**config.mk**
```make
export PLATFORM = sky130hd
export DESIGN_NAME = bbsd_core
export DESIGN_NICKNAME = d
export VERILOG_FILES = /design/src/inc/bbsd_pkg.sv /design/src/rtl/bbsd_core.sv
export SDC_FILE = /design/constraint.sdc
export NUM_CORES = 1
export LEC_CHECK = 0
export BUFFER_PORTS_ARGS = -buffer_cell sky130_fd_sc_hd__buf_2
export CAP_MARGIN = 20
export CORE_UTILIZATION = 40
export CTS_CLUSTER_DIAMETER = 200
export DETAILED_ROUTE_END_ITERATION = 8
export PLACE_DENSITY = 0.72
export REMOVE_ABC_BUFFERS = 1
export SETUP_SLACK_MARGIN = 0.3
export SLEW_MARGIN = 20
export SYNTH_ARGS = -nofsm -noshare
export SYNTH_HDL_FRONTEND = slang
export SYNTH_SLANG_ARGS = --single-unit
export TNS_END_PERCENT = 1
```
**constraint.sdc**
```tcl
create_clock -name mclk_i -period 3.3 [get_ports mclk_i]
set_clock_uncertainty 0.05 [all_clocks]
set_input_delay 0.165 -clock mclk_i [delete_from_list [all_inputs] [get_ports mclk_i]]
set_output_delay 0.165 -clock mclk_i [all_outputs]
set_load 0.03 [all_outputs]
```
**src/inc/bbsd_pkg.sv**
```systemverilog
package bbsd_pkg;
  // ----------------------------------------
  // opcode fields
  // ----------------------------------------
  localparam logic [3:0] RJMP_TOP  = 4'hd;
  localparam logic [3:0] BSET_TOP  = 4'h8;
  localparam logic [3:0] TSKC_TOP  = 4'hb;
  localparam logic [3:0] TSKS_TOP  = 4'ha;
  localparam int         OFS_W     = 11;
  localparam int         PC_W      = 21;
  localparam int         BIT_LSB   = 9;
  localparam int         ACC_POS   = 8;
  localparam int         RJMP_SEL  = 11;
  localparam logic [7:0] IDX_LIMIT = 8'h5f;
  localparam logic [7:0] ACC_SPLIT = 8'h60;
  localparam logic [3:0] ACC_BANK  = 4'hf;
  localparam logic [PC_W-1:0] PC_RST = 21'h000000;

  // ----------------------------------------
  // phase steps of one instruction cycle
  // ----------------------------------------
  typedef enum logic [1:0] {
    BBSD_Q1 = 2'b00,
    BBSD_Q2 = 2'b01,
    BBSD_Q3 = 2'b10,
    BBSD_Q4 = 2'b11
  } bbsd_phase_t;

  typedef enum logic [2:0] {
    BBSD_NONE = 3'b000,
    BBSD_RJMP = 3'b001,
    BBSD_BSET = 3'b010,
    BBSD_TSKC = 3'b011,
    BBSD_TSKS = 3'b100
  } bbsd_op_t;
endpackage

```
**src/rtl/bbsd_core.sv**
```systemverilog
`timescale 1ns/1ps
// Overview of operation
// - relative jump: top nibble 1101, bit11 zero, signed 11-bit offset
// - jump target is the captured fetch address plus twice the offset
// - relative jump takes two cycles, second cycle does nothing
// - bit set: 1000, 3-bit index, bank flag, 8-bit file address
// - bit set reads file register, forces chosen bit, writes back
// - bit set and jump never touch arithmetic status flags
// - bank flag 0 selects access bank, 1 uses bank select register
// - flag 0, extended set on, address <= 5Fh gives indexed literal offset
module bbsd_core
  import bbsd_pkg::*;
(
  input  wire logic            mclk_i,
  input  wire logic            rst_i,
  input  wire logic            instr_valid_i,
  input  wire logic [15:0]     instr_i,
  input  wire logic [PC_W-1:0] fetch_pc_i,
  input  wire logic [3:0]      bank_select_reg_i,
  input  wire logic            ext_set_en_i,
  input  wire logic [11:0]     index_base_i,
  input  wire logic [7:0]      file_rdata_i,
  output logic                 busy_o,
  output logic                 pc_load_o,
  output logic [PC_W-1:0]      pc_target_o,
  output logic                 file_re_o,
  output logic                 file_we_o,
  output logic [11:0]          file_addr_o,
  output logic [7:0]           file_wdata_o,
  output logic                 skip_next_o,
  output logic                 status_we_o
);
  // ----------------------------------------
  // decode of the captured word
  // ----------------------------------------
  bbsd_phase_t     phase_q;
  bbsd_op_t        op_q;
  logic [15:0]     ir_q;
  logic [PC_W-1:0] base_q;
  logic            nop_cycle_q;
  bbsd_op_t        op_d;
  logic [2:0]      bit_sel;
  logic [11:0]     eff_addr;
  logic [PC_W-1:0] ofs_ext;
  logic [7:0]      set_val;
  logic            at_q1;
  logic            at_q2;
  logic            at_q4;
  logic            is_jump;
  logic            is_file_op;
  logic            take_word;

  // unlisted top nibbles belong to other decoders and leave this block idle
  always_comb begin
    op_d = BBSD_NONE;
    unique case (instr_i[15:12])
      RJMP_TOP: begin
        if (!instr_i[RJMP_SEL]) begin
          op_d = BBSD_RJMP;
        end
      end
      BSET_TOP: begin
        op_d = BBSD_BSET;
      end
      TSKC_TOP: begin
        op_d = BBSD_TSKC;
      end
      TSKS_TOP: begin
        op_d = BBSD_TSKS;
      end
      default: begin
        op_d = BBSD_NONE;
      end
    endcase
  end

  // ----------------------------------------
  // operand fields
  // ----------------------------------------
  assign bit_sel = ir_q[BIT_LSB+2:BIT_LSB];
  // sign extend then double: offset n spans -1024..1023
  assign ofs_ext = {{(PC_W-OFS_W-1){ir_q[OFS_W-1]}}, ir_q[OFS_W-1:0], 1'b0};
  assign set_val = file_rdata_i | (8'h01 << bit_sel);

  // ----------------------------------------
  // file address resolution
  // ----------------------------------------
  // indexed sum wraps inside the 12-bit file space, no carry out is kept
  always_comb begin
    if (!ir_q[ACC_POS] && ext_set_en_i && ir_q[7:0] <= IDX_LIMIT) begin
      eff_addr = index_base_i + {4'h0, ir_q[7:0]};
    end else if (!ir_q[ACC_POS]) begin
      eff_addr = (ir_q[7:0] < ACC_SPLIT) ? {4'h0, ir_q[7:0]} : {ACC_BANK, ir_q[7:0]};
    end else begin
      eff_addr = {bank_select_reg_i, ir_q[7:0]};
    end
  end

  // ----------------------------------------
  // phase sequencing
  // ----------------------------------------
  assign at_q1      = (phase_q == BBSD_Q1);
  assign at_q2      = (phase_q == BBSD_Q2);
  assign at_q4      = (phase_q == BBSD_Q4);
  assign is_jump    = (op_q == BBSD_RJMP);
  assign is_file_op = (op_q == BBSD_BSET) || (op_q == BBSD_TSKC) || (op_q == BBSD_TSKS);
  // a word offered in the jump's dead cycle is dropped, never queued
  assign take_word  = at_q1 && instr_valid_i && !nop_cycle_q;

  always_ff @(posedge mclk_i) begin
    if (rst_i) begin
      phase_q <= BBSD_Q1;
    end else begin
      phase_q <= bbsd_phase_t'(phase_q + 2'b01);
    end
  end

  // op code lives for one instruction cycle, from one Q1 to the next
  always_ff @(posedge mclk_i) begin
    if (rst_i) begin
      op_q <= BBSD_NONE;
    end else if (at_q1) begin
      if (take_word) begin
        op_q <= op_d;
      end else begin
        op_q <= BBSD_NONE;
      end
    end
  end

  // operand and fetch address move only when a word is taken
  always_ff @(posedge mclk_i) begin
    if (rst_i) begin
      ir_q   <= 16'h0000;
      base_q <= PC_RST;
    end else if (take_word) begin
      ir_q   <= instr_i;
      base_q <= fetch_pc_i;
    end
  end

  // raised at the end of the jump's own cycle, dropped one cycle later
  always_ff @(posedge mclk_i) begin
    if (rst_i) begin
      nop_cycle_q <= 1'b0;
    end else if (at_q4) begin
      nop_cycle_q <= is_jump && !nop_cycle_q;
    end
  end

  // ----------------------------------------
  // outputs, each from its own flip-flop
  // ----------------------------------------
  always_ff @(posedge mclk_i) begin
    if (rst_i) begin
      busy_o <= 1'b0;
    end else begin
      busy_o <= nop_cycle_q || is_jump;
    end
  end

  // target stays on the port after the pulse for a late reader
  always_ff @(posedge mclk_i) begin
    if (rst_i) begin
      pc_load_o   <= 1'b0;
      pc_target_o <= PC_RST;
    end else if (at_q4 && is_jump) begin
      pc_load_o   <= 1'b1;
      pc_target_o <= base_q + ofs_ext;
    end else begin
      pc_load_o <= 1'b0;
    end
  end

  // read in Q2 leaves the memory a full phase before Q4 uses the data
  always_ff @(posedge mclk_i) begin
    if (rst_i) begin
      file_re_o   <= 1'b0;
      file_addr_o <= 12'h000;
    end else if (at_q2 && is_file_op) begin
      file_re_o   <= 1'b1;
      file_addr_o <= eff_addr;
    end else begin
      file_re_o <= 1'b0;
    end
  end

  always_ff @(posedge mclk_i) begin
    if (rst_i) begin
      file_we_o    <= 1'b0;
      file_wdata_o <= 8'h00;
    end else if (at_q4 && op_q == BBSD_BSET) begin
      file_we_o    <= 1'b1;
      file_wdata_o <= set_val;
    end else begin
      file_we_o <= 1'b0;
    end
  end

  // skip is only a pulse: the consumer discards the word already fetched
  always_ff @(posedge mclk_i) begin
    if (rst_i) begin
      skip_next_o <= 1'b0;
    end else if (at_q4) begin
      unique case (op_q)
        BBSD_TSKC: begin
          skip_next_o <= !file_rdata_i[bit_sel];
        end
        BBSD_TSKS: begin
          skip_next_o <= file_rdata_i[bit_sel];
        end
        BBSD_NONE, BBSD_RJMP, BBSD_BSET: begin
          skip_next_o <= 1'b0;
        end
        default: begin
          skip_next_o <= 1'b0;
        end
      endcase
    end else begin
      skip_next_o <= 1'b0;
    end
  end

  // none of these operations ever write arithmetic flags
  always_ff @(posedge mclk_i) begin
    if (rst_i) begin
      status_we_o <= 1'b0;
    end else begin
      status_we_o <= 1'b0;
    end
  end
endmodule

```
Word level (Yosys, flattened, before mapping)
Index checks and enable logic that the tools add are counted.
W data, S select, Z words.
{"block": "op_classes", "n_mux": 12, "bitwise": 2, "n_reduce_logical": 16, "n_addsub": 3, "n_eq_ne": 10, "div": 0, "shifts": 1, "mul": 0, "n_lt_le_gt_ge": 3}
{"op": "$mux W12", "count": 3}
{"op": "$add A21 B21 Y21", "count": 1}
{"op": "$eq A4 B4 Y1 const B", "count": 4}
{"op": "$add A12 B8 Y12", "count": 1}
{"op": "$pmux W3 S4", "count": 1}
{"op": "$le A8 B7 Y1 const B", "count": 1}
{"op": "$logic_and A1 B1 Y1", "count": 8}
{"op": "$lt A8 B7 Y1 const B", "count": 1}
{"op": "$or A8 B8 Y8", "count": 1}
{"op": "$shl A1 B3 Y8 const A", "count": 1}
{"op": "$eq A3 B2 Y1 const B", "count": 2}
{"op": "$mux W1", "count": 5}
{"op": "$lt A3 B4 Y1 const B", "count": 1}
{"op": "$bmux W1 S3", "count": 1}
{"op": "$eq A3 B1 Y1 const B", "count": 1}
{"op": "$eq A3 B3 Y1 const B", "count": 1}
{"op": "$logic_not A1 Y1", "count": 3}
{"op": "$logic_or A1 B1 Y1", "count": 3}
{"op": "$mux W3", "count": 1}
{"op": "$add A2 B1 Y2 const B", "count": 1}
{"op": "$eq A2 B1 Y1 const B", "count": 1}
{"op": "$eq A2 B2 Y1 const B", "count": 1}
{"op": "$logic_not A2 Y1", "count": 1}
{"op": "$pmux W1 S2", "count": 1}
{"op": "2 further kinds", "count": 2}
{"block": "totals", "mem_bits_ro": 0, "latch_bits": 0, "out_inout_bits": 47, "ram_bits": 0, "wordCells": 60, "ff_bits": 85, "n_memories": 0}

Longest topological paths before layout
Gate-level depths: netlist of run 1.
{"block": "depth", "depth_word": 5, "ltp_mapped": 9}

Least setup slack after synthesis of run 1
Ideal clock, no wire load.
{"block": "synth_path", "path_type": "register -> register", "from": "reg ir_q[0]", "to": "reg pc_target_o[19]", "required_time_ns": 3.133, "stages_incl_launch_ff": 9, "path_buffers": 0, "slack_ns": 0.915, "arrival_time_ns": 2.218, "cell_sequence": "dfxtp_1 > ha_1 > fa_1 > a211oi_2 > o21ai_0 > a21oi_1 > nor4b_2 > or3_1 > a32o_1"}
{"block": "synth_between", "elab_chain_cells": 1}
{"item": "start, declared", "line": "bbsd_core.sv:38", "rtl": "logic [15:0] ir_q;"}
{"item": "start signal, assigned", "line": "bbsd_core.sv:137", "rtl": "ir_q <= instr_i;"}
{"item": "$add A21 B21 Y21", "line": "bbsd_core.sv:169", "rtl": "pc_target_o <= base_q + ofs_ext;"}
{"item": "end signal, assigned", "line": "bbsd_core.sv:169"}
{"item": "end, declared", "line": "bbsd_core.sv:25", "rtl": "output logic [PC_W-1:0] pc_target_o,"}
No other way between the ends.
A chain may end at the register's enable or synchronous reset.

Final worst setup path of run 1
Ends and elaborated chain as after synthesis.

==> reports/results.txt, run 1 <==
warnings from Yosys: 0
H-tree levels: 3
RSZ-0062 raised after global routing: no
I/O pins: 112
DR top layer: met4
Slew @ Worst Pin: 0.850 ns
initial antenna violation count: 0
Synth Instances: 569
die height: 110 um
hold path startpoint: fetch_pc_i[1]
Core ar.: 11100 um^2
Reg2Reg Setup Slack: 0.63 ns
die area: 12000 um^2
clock latency on the worst-skew pair: 0.34 ns
largest net degree at the start of global routing: 46
Setup crit start kind: register
Worst setup EP type: register
# Max-Cap Violations: 0
synthesized area: 4630 um^2
vias in the first global route: 4116
Buffers on Ports: 110
CTS tree: yes
post-CTS setup repair buffer count: 0
crit-path max FO: 4
Post-synth top flop: dfxtp_1
crit path buf inv count: 0
achievable frequency: 374 MHz
Worst path top cell family by delay: compound AO/OA/AOI/OAI gates
clock root buffer: clkbuf_16
final setup violation count: 0
Synth cell types: 59
Core Util, Final: 0.506
# clock sinks: 85
row count: 38
max-slew violation total from the final report: 0
Mapped Avg Cell Area: 8.14 um^2
Starting DRT DRC Count: 219
Worst R2R End: pc_target_o[19]
cts bufs inserted: 9
Worst-path clk slew: 0.07 ns
Area Overhead vs Synth: 20.9%
drt pass-1 iters: 4
initial core utilization: 0.418
die width: 110 um
wire per inst: 14.8 um
CP arrival: 2.86 ns
Seq/Total Area, Yosys: 0.367
Worst Hold Depth: 3
status: finished, final reports clean
post-route ant nets: 0
via count: 4434
Leakage Power: 2.49 nW
WL final: 12000 um
worst endpoint required time: 3.48 ns
hold buffers post-CTS: 0
VDD IR-drop max: 0.000253 V
Worst Hold End: base_q[1]
post-DP HPWL: 9040 um
FF+latch count, synth: 85
largest area contributor in the netlist: dfxtp_1
period utilization: 0.810
worst setup path category: reg2reg
Max clock buf depth: 2
total track usage: 0.207
number of synthesized flops with an enable pin: 0
Via density: 5.45
final-report hold violation count: 0
gr ovfl total: 0
DRT met1 WL: 5570 um
crit-path cells: ha_1 -> fa_1 -> a211oi_2 -> o21ai_0 -> a21oi_1 -> nor4b_2 -> or3_1 -> a32o_1
ant diodes: 0
min Tclk post-route: 2.67 ns
global placement routability congestion: 0.907
nets: 765
post-synth top area share: 0.367
R2R cell count: 8
relative max-transition margin: 0.433
WL met3: 522 um
PD cells: 439 nW/um^2
routed length on met2: 5720 um
critical path's largest stage delay: 0.44 ns
post_cts resized: 0
final setup TNS: 0 ns
first-pass GRT wire length: 19500 um
slowest CP cell: fa_1
layout cells sized above 1: 0.214
Hold Path Class: in2reg
most frequent cells in the layout: buf_2 (110), nand2_1 (104), dfxtp_1 (85)
synth top area cells: dfxtp_1 (37%), nand2_1 (8.4%), ha_1 (8.1%), a21oi_1 (7.0%), nor2_1 (3.2%)
drt drc: 0
Reg-to-Reg Start: ir_q[0]
commonest non-fill, non-tap cell in the layout: buf_2
Async SR Flop Fraction: 0
cell type report:
type                            instances  area, um^2
Clock buffer                            9         225
Clock inverter                          7        73.8
Fill cell                            1127        5470
Inverter                               13        48.8
Multi-Input combinational cell        442        2780
Sequential cell                        85        1700
Tap cell                              140         175
Timing Repair Buffer                  117         603
through the flow:
| step | instances | total power, mW | hold WS, ns | cell area [um^2] | worst slack [ns] |
|---|---|---|---|---|---|
| finish | 813 | 2.46 | 0.0155 | 5600 | 0.627 |
| CTS | 813 | 2.48 | 0.0108 | 5600 | 0.634 |
| detailed placement | 797 | 1.46 | 0.366 | 5310 | 0.663 |
| global route | 813 | 2.56 | 0.0133 | 5600 | 0.501 |
| floorplan | 540 | 1.32 | 0.182 | 4520 | 0.0520 |
| global placement | 797 | 1.45 | 0.357 | 5310 | 0.680 |
worst max path at each step:
stage | endpoint | start | depth (start not counted)
5_1_grt | pc_target_o[19] | ir_q[0] | 8
3_3_place_gp | pc_target_o[19] | ir_q[0] | 8
4_1_cts | pc_target_o[19] | ir_q[0] | 8
3_5_place_dp | pc_target_o[19] | ir_q[0] | 8
2_1_floorplan | op_q[2] | phase_q[0] | 8
6_report | pc_target_o[19] | ir_q[0] | 8
logic make-up (layout without fill, tap and decap cells):
| logic type | after synthesis | in the layout | synth area share |
|---|---|---|---|
| compound gates | 165 | 165 | 0.230 |
| xor+xnor | 20 | 20 | 0.0378 |
| fa+ha+maj | 32 | 32 | 0.0896 |
| buf+inv | 42 | 146 | 0.0348 |
| flops | 85 | 85 | 0.367 |
| mux | 11 | 11 | 0.0292 |
| other cells | 1 | 1 | 0.000809 |
| simple gates | 213 | 213 | 0.210 |
worst min-delay path: stages:
cell     delay (ns)
buf_2          0.10
nand2_1        0.04
a21oi_1        0.05
where the power goes:
group          internal [mW]  total [mW]  switching, mW
Sequential              1.06        1.09         0.0306
Combinational          0.142       0.349          0.207
Clock                  0.591        1.03          0.436
flip-flops by register name (all words and copies together) (netlist names), 2 cells and up:
signal and flops:
pc_target_o 21, ir_q 12, op_q 3, file_addr_o 12, phase_q 2, base_q 21
file_wdata_o 8
Yosys cell counts (4+ instances only):
cell type	number
nand2_1	104
dfxtp_1	85
a21oi_1	65
nor2_1	39
ha_1	30
o21ai_0	29
clkbuf_1	25
nor3_1	19
inv_1	13
xnor2_1	12
a211oi_1	11
nand3_1	10
a21o_1	9
mux2i_1	9
xor2_1	8
a311oi_1	6
o21bai_1	6
nor2b_1	5
a31oi_1	4
and3_1	4
nor3b_1	4
or3_1	4
metal layers:
layer / track usage / vias up
li1: - / 2245
met1: 0.272 / 2051
met2: 0.341 / 117
met3: 0.0273 / 21
met4: 0.0895 / 0
met5: 0 / -
Power figures use the tool's default switching activity.
==> inputs of run 2 (changes only) <==
Clock period 3.3 ns to 2.7 ns, I/O delays scaled along.
==> reports/results.txt, run 2 (synthesis gave the netlist of run 1 again) <==
status: finished, final reports clean
Worst Hold End: base_q[7]
total power: 3.11 mW (+26%)
Hold Path Class: in2reg
M1 GR Usage: 0.287 (+0.0144)
final setup violation count: 0 (unchanged)
largest net degree at the start of global routing: 45 (-2.2%)
die height: 110 um (unchanged)
setup ws final: 0.344 ns (-0.283 ns)
Core ar.: 11100 um^2 (unchanged)
Reg-to-Reg Start: ir_q[0]
Clock power frac: 0.417 (about the same)
clock root buffer: clkbuf_16
FF/Latch Area: 1710 um^2 (+0.22%)
# clock sinks: 85 (unchanged)
cts bufs inserted: 9 (unchanged)
Seq pwr share: 0.427 (-0.014)
min Tclk post-route: 2.36 ns (-0.317 ns)
drt pass-1 iters: 5 (+1)
PD cells: 513 nW/um^2 (+17%)
CP arrival: 2.59 ns (-0.27 ns)
Fin Hold WS: 0.00679 ns (-0.00872 ns)
top flop regs: base_q: 21 flops, pc_target_o: 21 flops
crit-path cells: ha_2 -> fa_2 -> a211oi_4 -> o21bai_1 -> a41o_1 -> and4_1 -> or3_1 -> nand3_1
crit path buf inv count: 0 (unchanged)
most frequent cells in the layout: buf_2 (110), nand2_1 (104), dfxtp_1 (84)
gr ovfl total: 0 (unchanged)
Worst path top cell family by delay: compound AO/OA/AOI/OAI gates
clock latency on the worst-skew pair: 0.34 ns (about the same)
nets: 803 (+5.0%)
post-DP HPWL: 9420 um (+4.2%)
first-pass GRT wire length: 20400 um (+4.8%)
RSZ-0062 raised after global routing: yes
Worst R2R End: pc_target_o[17]
max-slew violation total from the final report: 0 (unchanged)
Starting DRT DRC Count: 219 (unchanged)
Buffers on Ports: 110 (unchanged)
achievable frequency: 424 MHz (+13%)
die width: 110 um (unchanged)
filler instances: 1029 (-8.7%)
crit-path max FO: 4 (unchanged)
Core Util, Final: 0.547 (+0.0407)
DP Worst Slack: 0.130 ns (-0.533 ns)
commonest non-fill, non-tap cell in the layout: buf_2
worst setup path category: reg2reg
Setup crit start kind: register
area of the multi-input gates: 2840 um^2 (+2.2%)
Leakage Power: 2.67 nW (+7.1%)
post-route ant nets: 0 (unchanged)
Comb power frac: 0.156 (+0.014)
I/O pins: 112 (unchanged)
worst endpoint required time: 2.93 ns (-0.55 ns)
# Max-Cap Violations: 0 (unchanged)
ant diodes: 0 (unchanged)
met3 usage: 0.0273 (unchanged)
R2R cell count: 8 (unchanged)
hold path startpoint: fetch_pc_i[7]
wire per inst: 15.1 um (+1.7%)
GR Util met2: 0.360 (+0.0189)
Net Sw Frac: 0.261 (-0.0121)
Max clock buf depth: 2 (unchanged)
period utilization: 0.873 (+0.0626)
vias in the first global route: 4271 (+3.8%)
slowest CP cell: fa_2
Slew @ Worst Pin: 0.667 ns (-0.183 ns)
via count: 4631 (+4.4%)
Worst Hold Depth: 3 (unchanged)
layout cells sized above 1: 0.229 (+0.0153)
Worst setup EP type: register
critical path's largest stage delay: 0.39 ns (-0.05 ns)
Int Power: 2.30 mW (+28%)
Worst-path clk slew: 0.06 ns (about the same)
Via density: 5.44 (-0.22%)
P_sw: 0.812 mW (+21%)
final-report hold violation count: 0 (unchanged)
total track usage: 0.220 (+0.0123)
global placement routability congestion: 0.892 (-1.7%)
H-tree levels: 3 (unchanged)
Reg2Reg Setup Slack: 0.34 ns (-0.28 ns)
drt drc: 0 (unchanged)
die area: 12000 um^2 (unchanged)
global route hottest layer: met2
Area Overhead vs Synth: 30.6%
initial core utilization: 0.418 (unchanged)
DP Area: 5360 um^2 (+1.1%)
VDD IR-drop max: 0.000257 V (+1.6%)
relative max-transition margin: 0.555 (+0.122)
CTS tree: yes
initial antenna violation count: 0 (unchanged)
row count: 38 (unchanged)
WL final: 12800 um (+6.4%)
Post-Layout Inst Area: 6050 um^2 (+8.0%)
run 2: how the worst max path moves through the flow:
stage,to,slack [ns],startpoint,cells after the start
3_3_place_gp,pc_target_o[19],0.15,ir_q[0],8
3_5_place_dp,pc_target_o[19],0.13,ir_q[0],8
2_1_floorplan,op_q[2],-0.55,phase_q[0],8
5_1_grt,file_addr_o[10],0.23,ir_q[0],9
4_1_cts,pc_target_o[19],0.29,ir_q[0],8
6_report,pc_target_o[17],0.34,ir_q[0],8
run 2: metrics by stage:
stage	std cells	TNS [ns]
6_report	851	0
5_1_grt	851	0
4_1_cts	849	0
3_5_place_dp	803	0
3_3_place_gp	803	0
2_1_floorplan	540	-6.08
run 2: layer usage:
layer  vias to the layer above  routed length, um
met4                         0                342
li1                       2315                  -
met1                      2147               5740
met3                        26                650
met2                       143               6100
met5                         -                  0
run 2: worst reg2reg max path, delay by kind of cell, from the launching register on:
| kind | cells | cell delay [ns] |
|---|---|---|
| compound gates | 3 | 0.65 |
| simple gates | 3 | 0.65 |
| flops | 1 | 0.34 |
| fa+ha+maj | 2 | 0.61 |
run 2: cell type report:
cell class / instances / share of cell area
Clock inverter: 3 / 0.00703
Multi-Input combinational cell: 442 / 0.468
Inverter: 13 / 0.00806
Sequential cell: 85 / 0.282
Clock buffer: 13 / 0.0446
Tap cell: 140 / 0.0289
Timing Repair Buffer: 155 / 0.161
run 2: timing repair:
| item | in CTS | in global routing |
|---|---|---|
| buffers inserted | 0 | 2 |
| hold buffers | 30 | 0 |
| endpoints found under the setup margin | 5 | 11 |
| gates cloned | 0 | 0 |
| gates resized for setup | 6 | 10 |
| endpoints found under the hold margin | 30 | 0 |
| pin swaps | 6 | 5 |
run 2: power groups by stage:
stage	clock network (mW)	registers, mW	logic [mW]
final	1.30	1.33	0.484
after global routing	1.36	1.33	0.537
after CTS	1.32	1.33	0.476
after detailed placement	0	1.36	0.437
after global placement	0	1.35	0.425
after floorplan	0	1.35	0.264
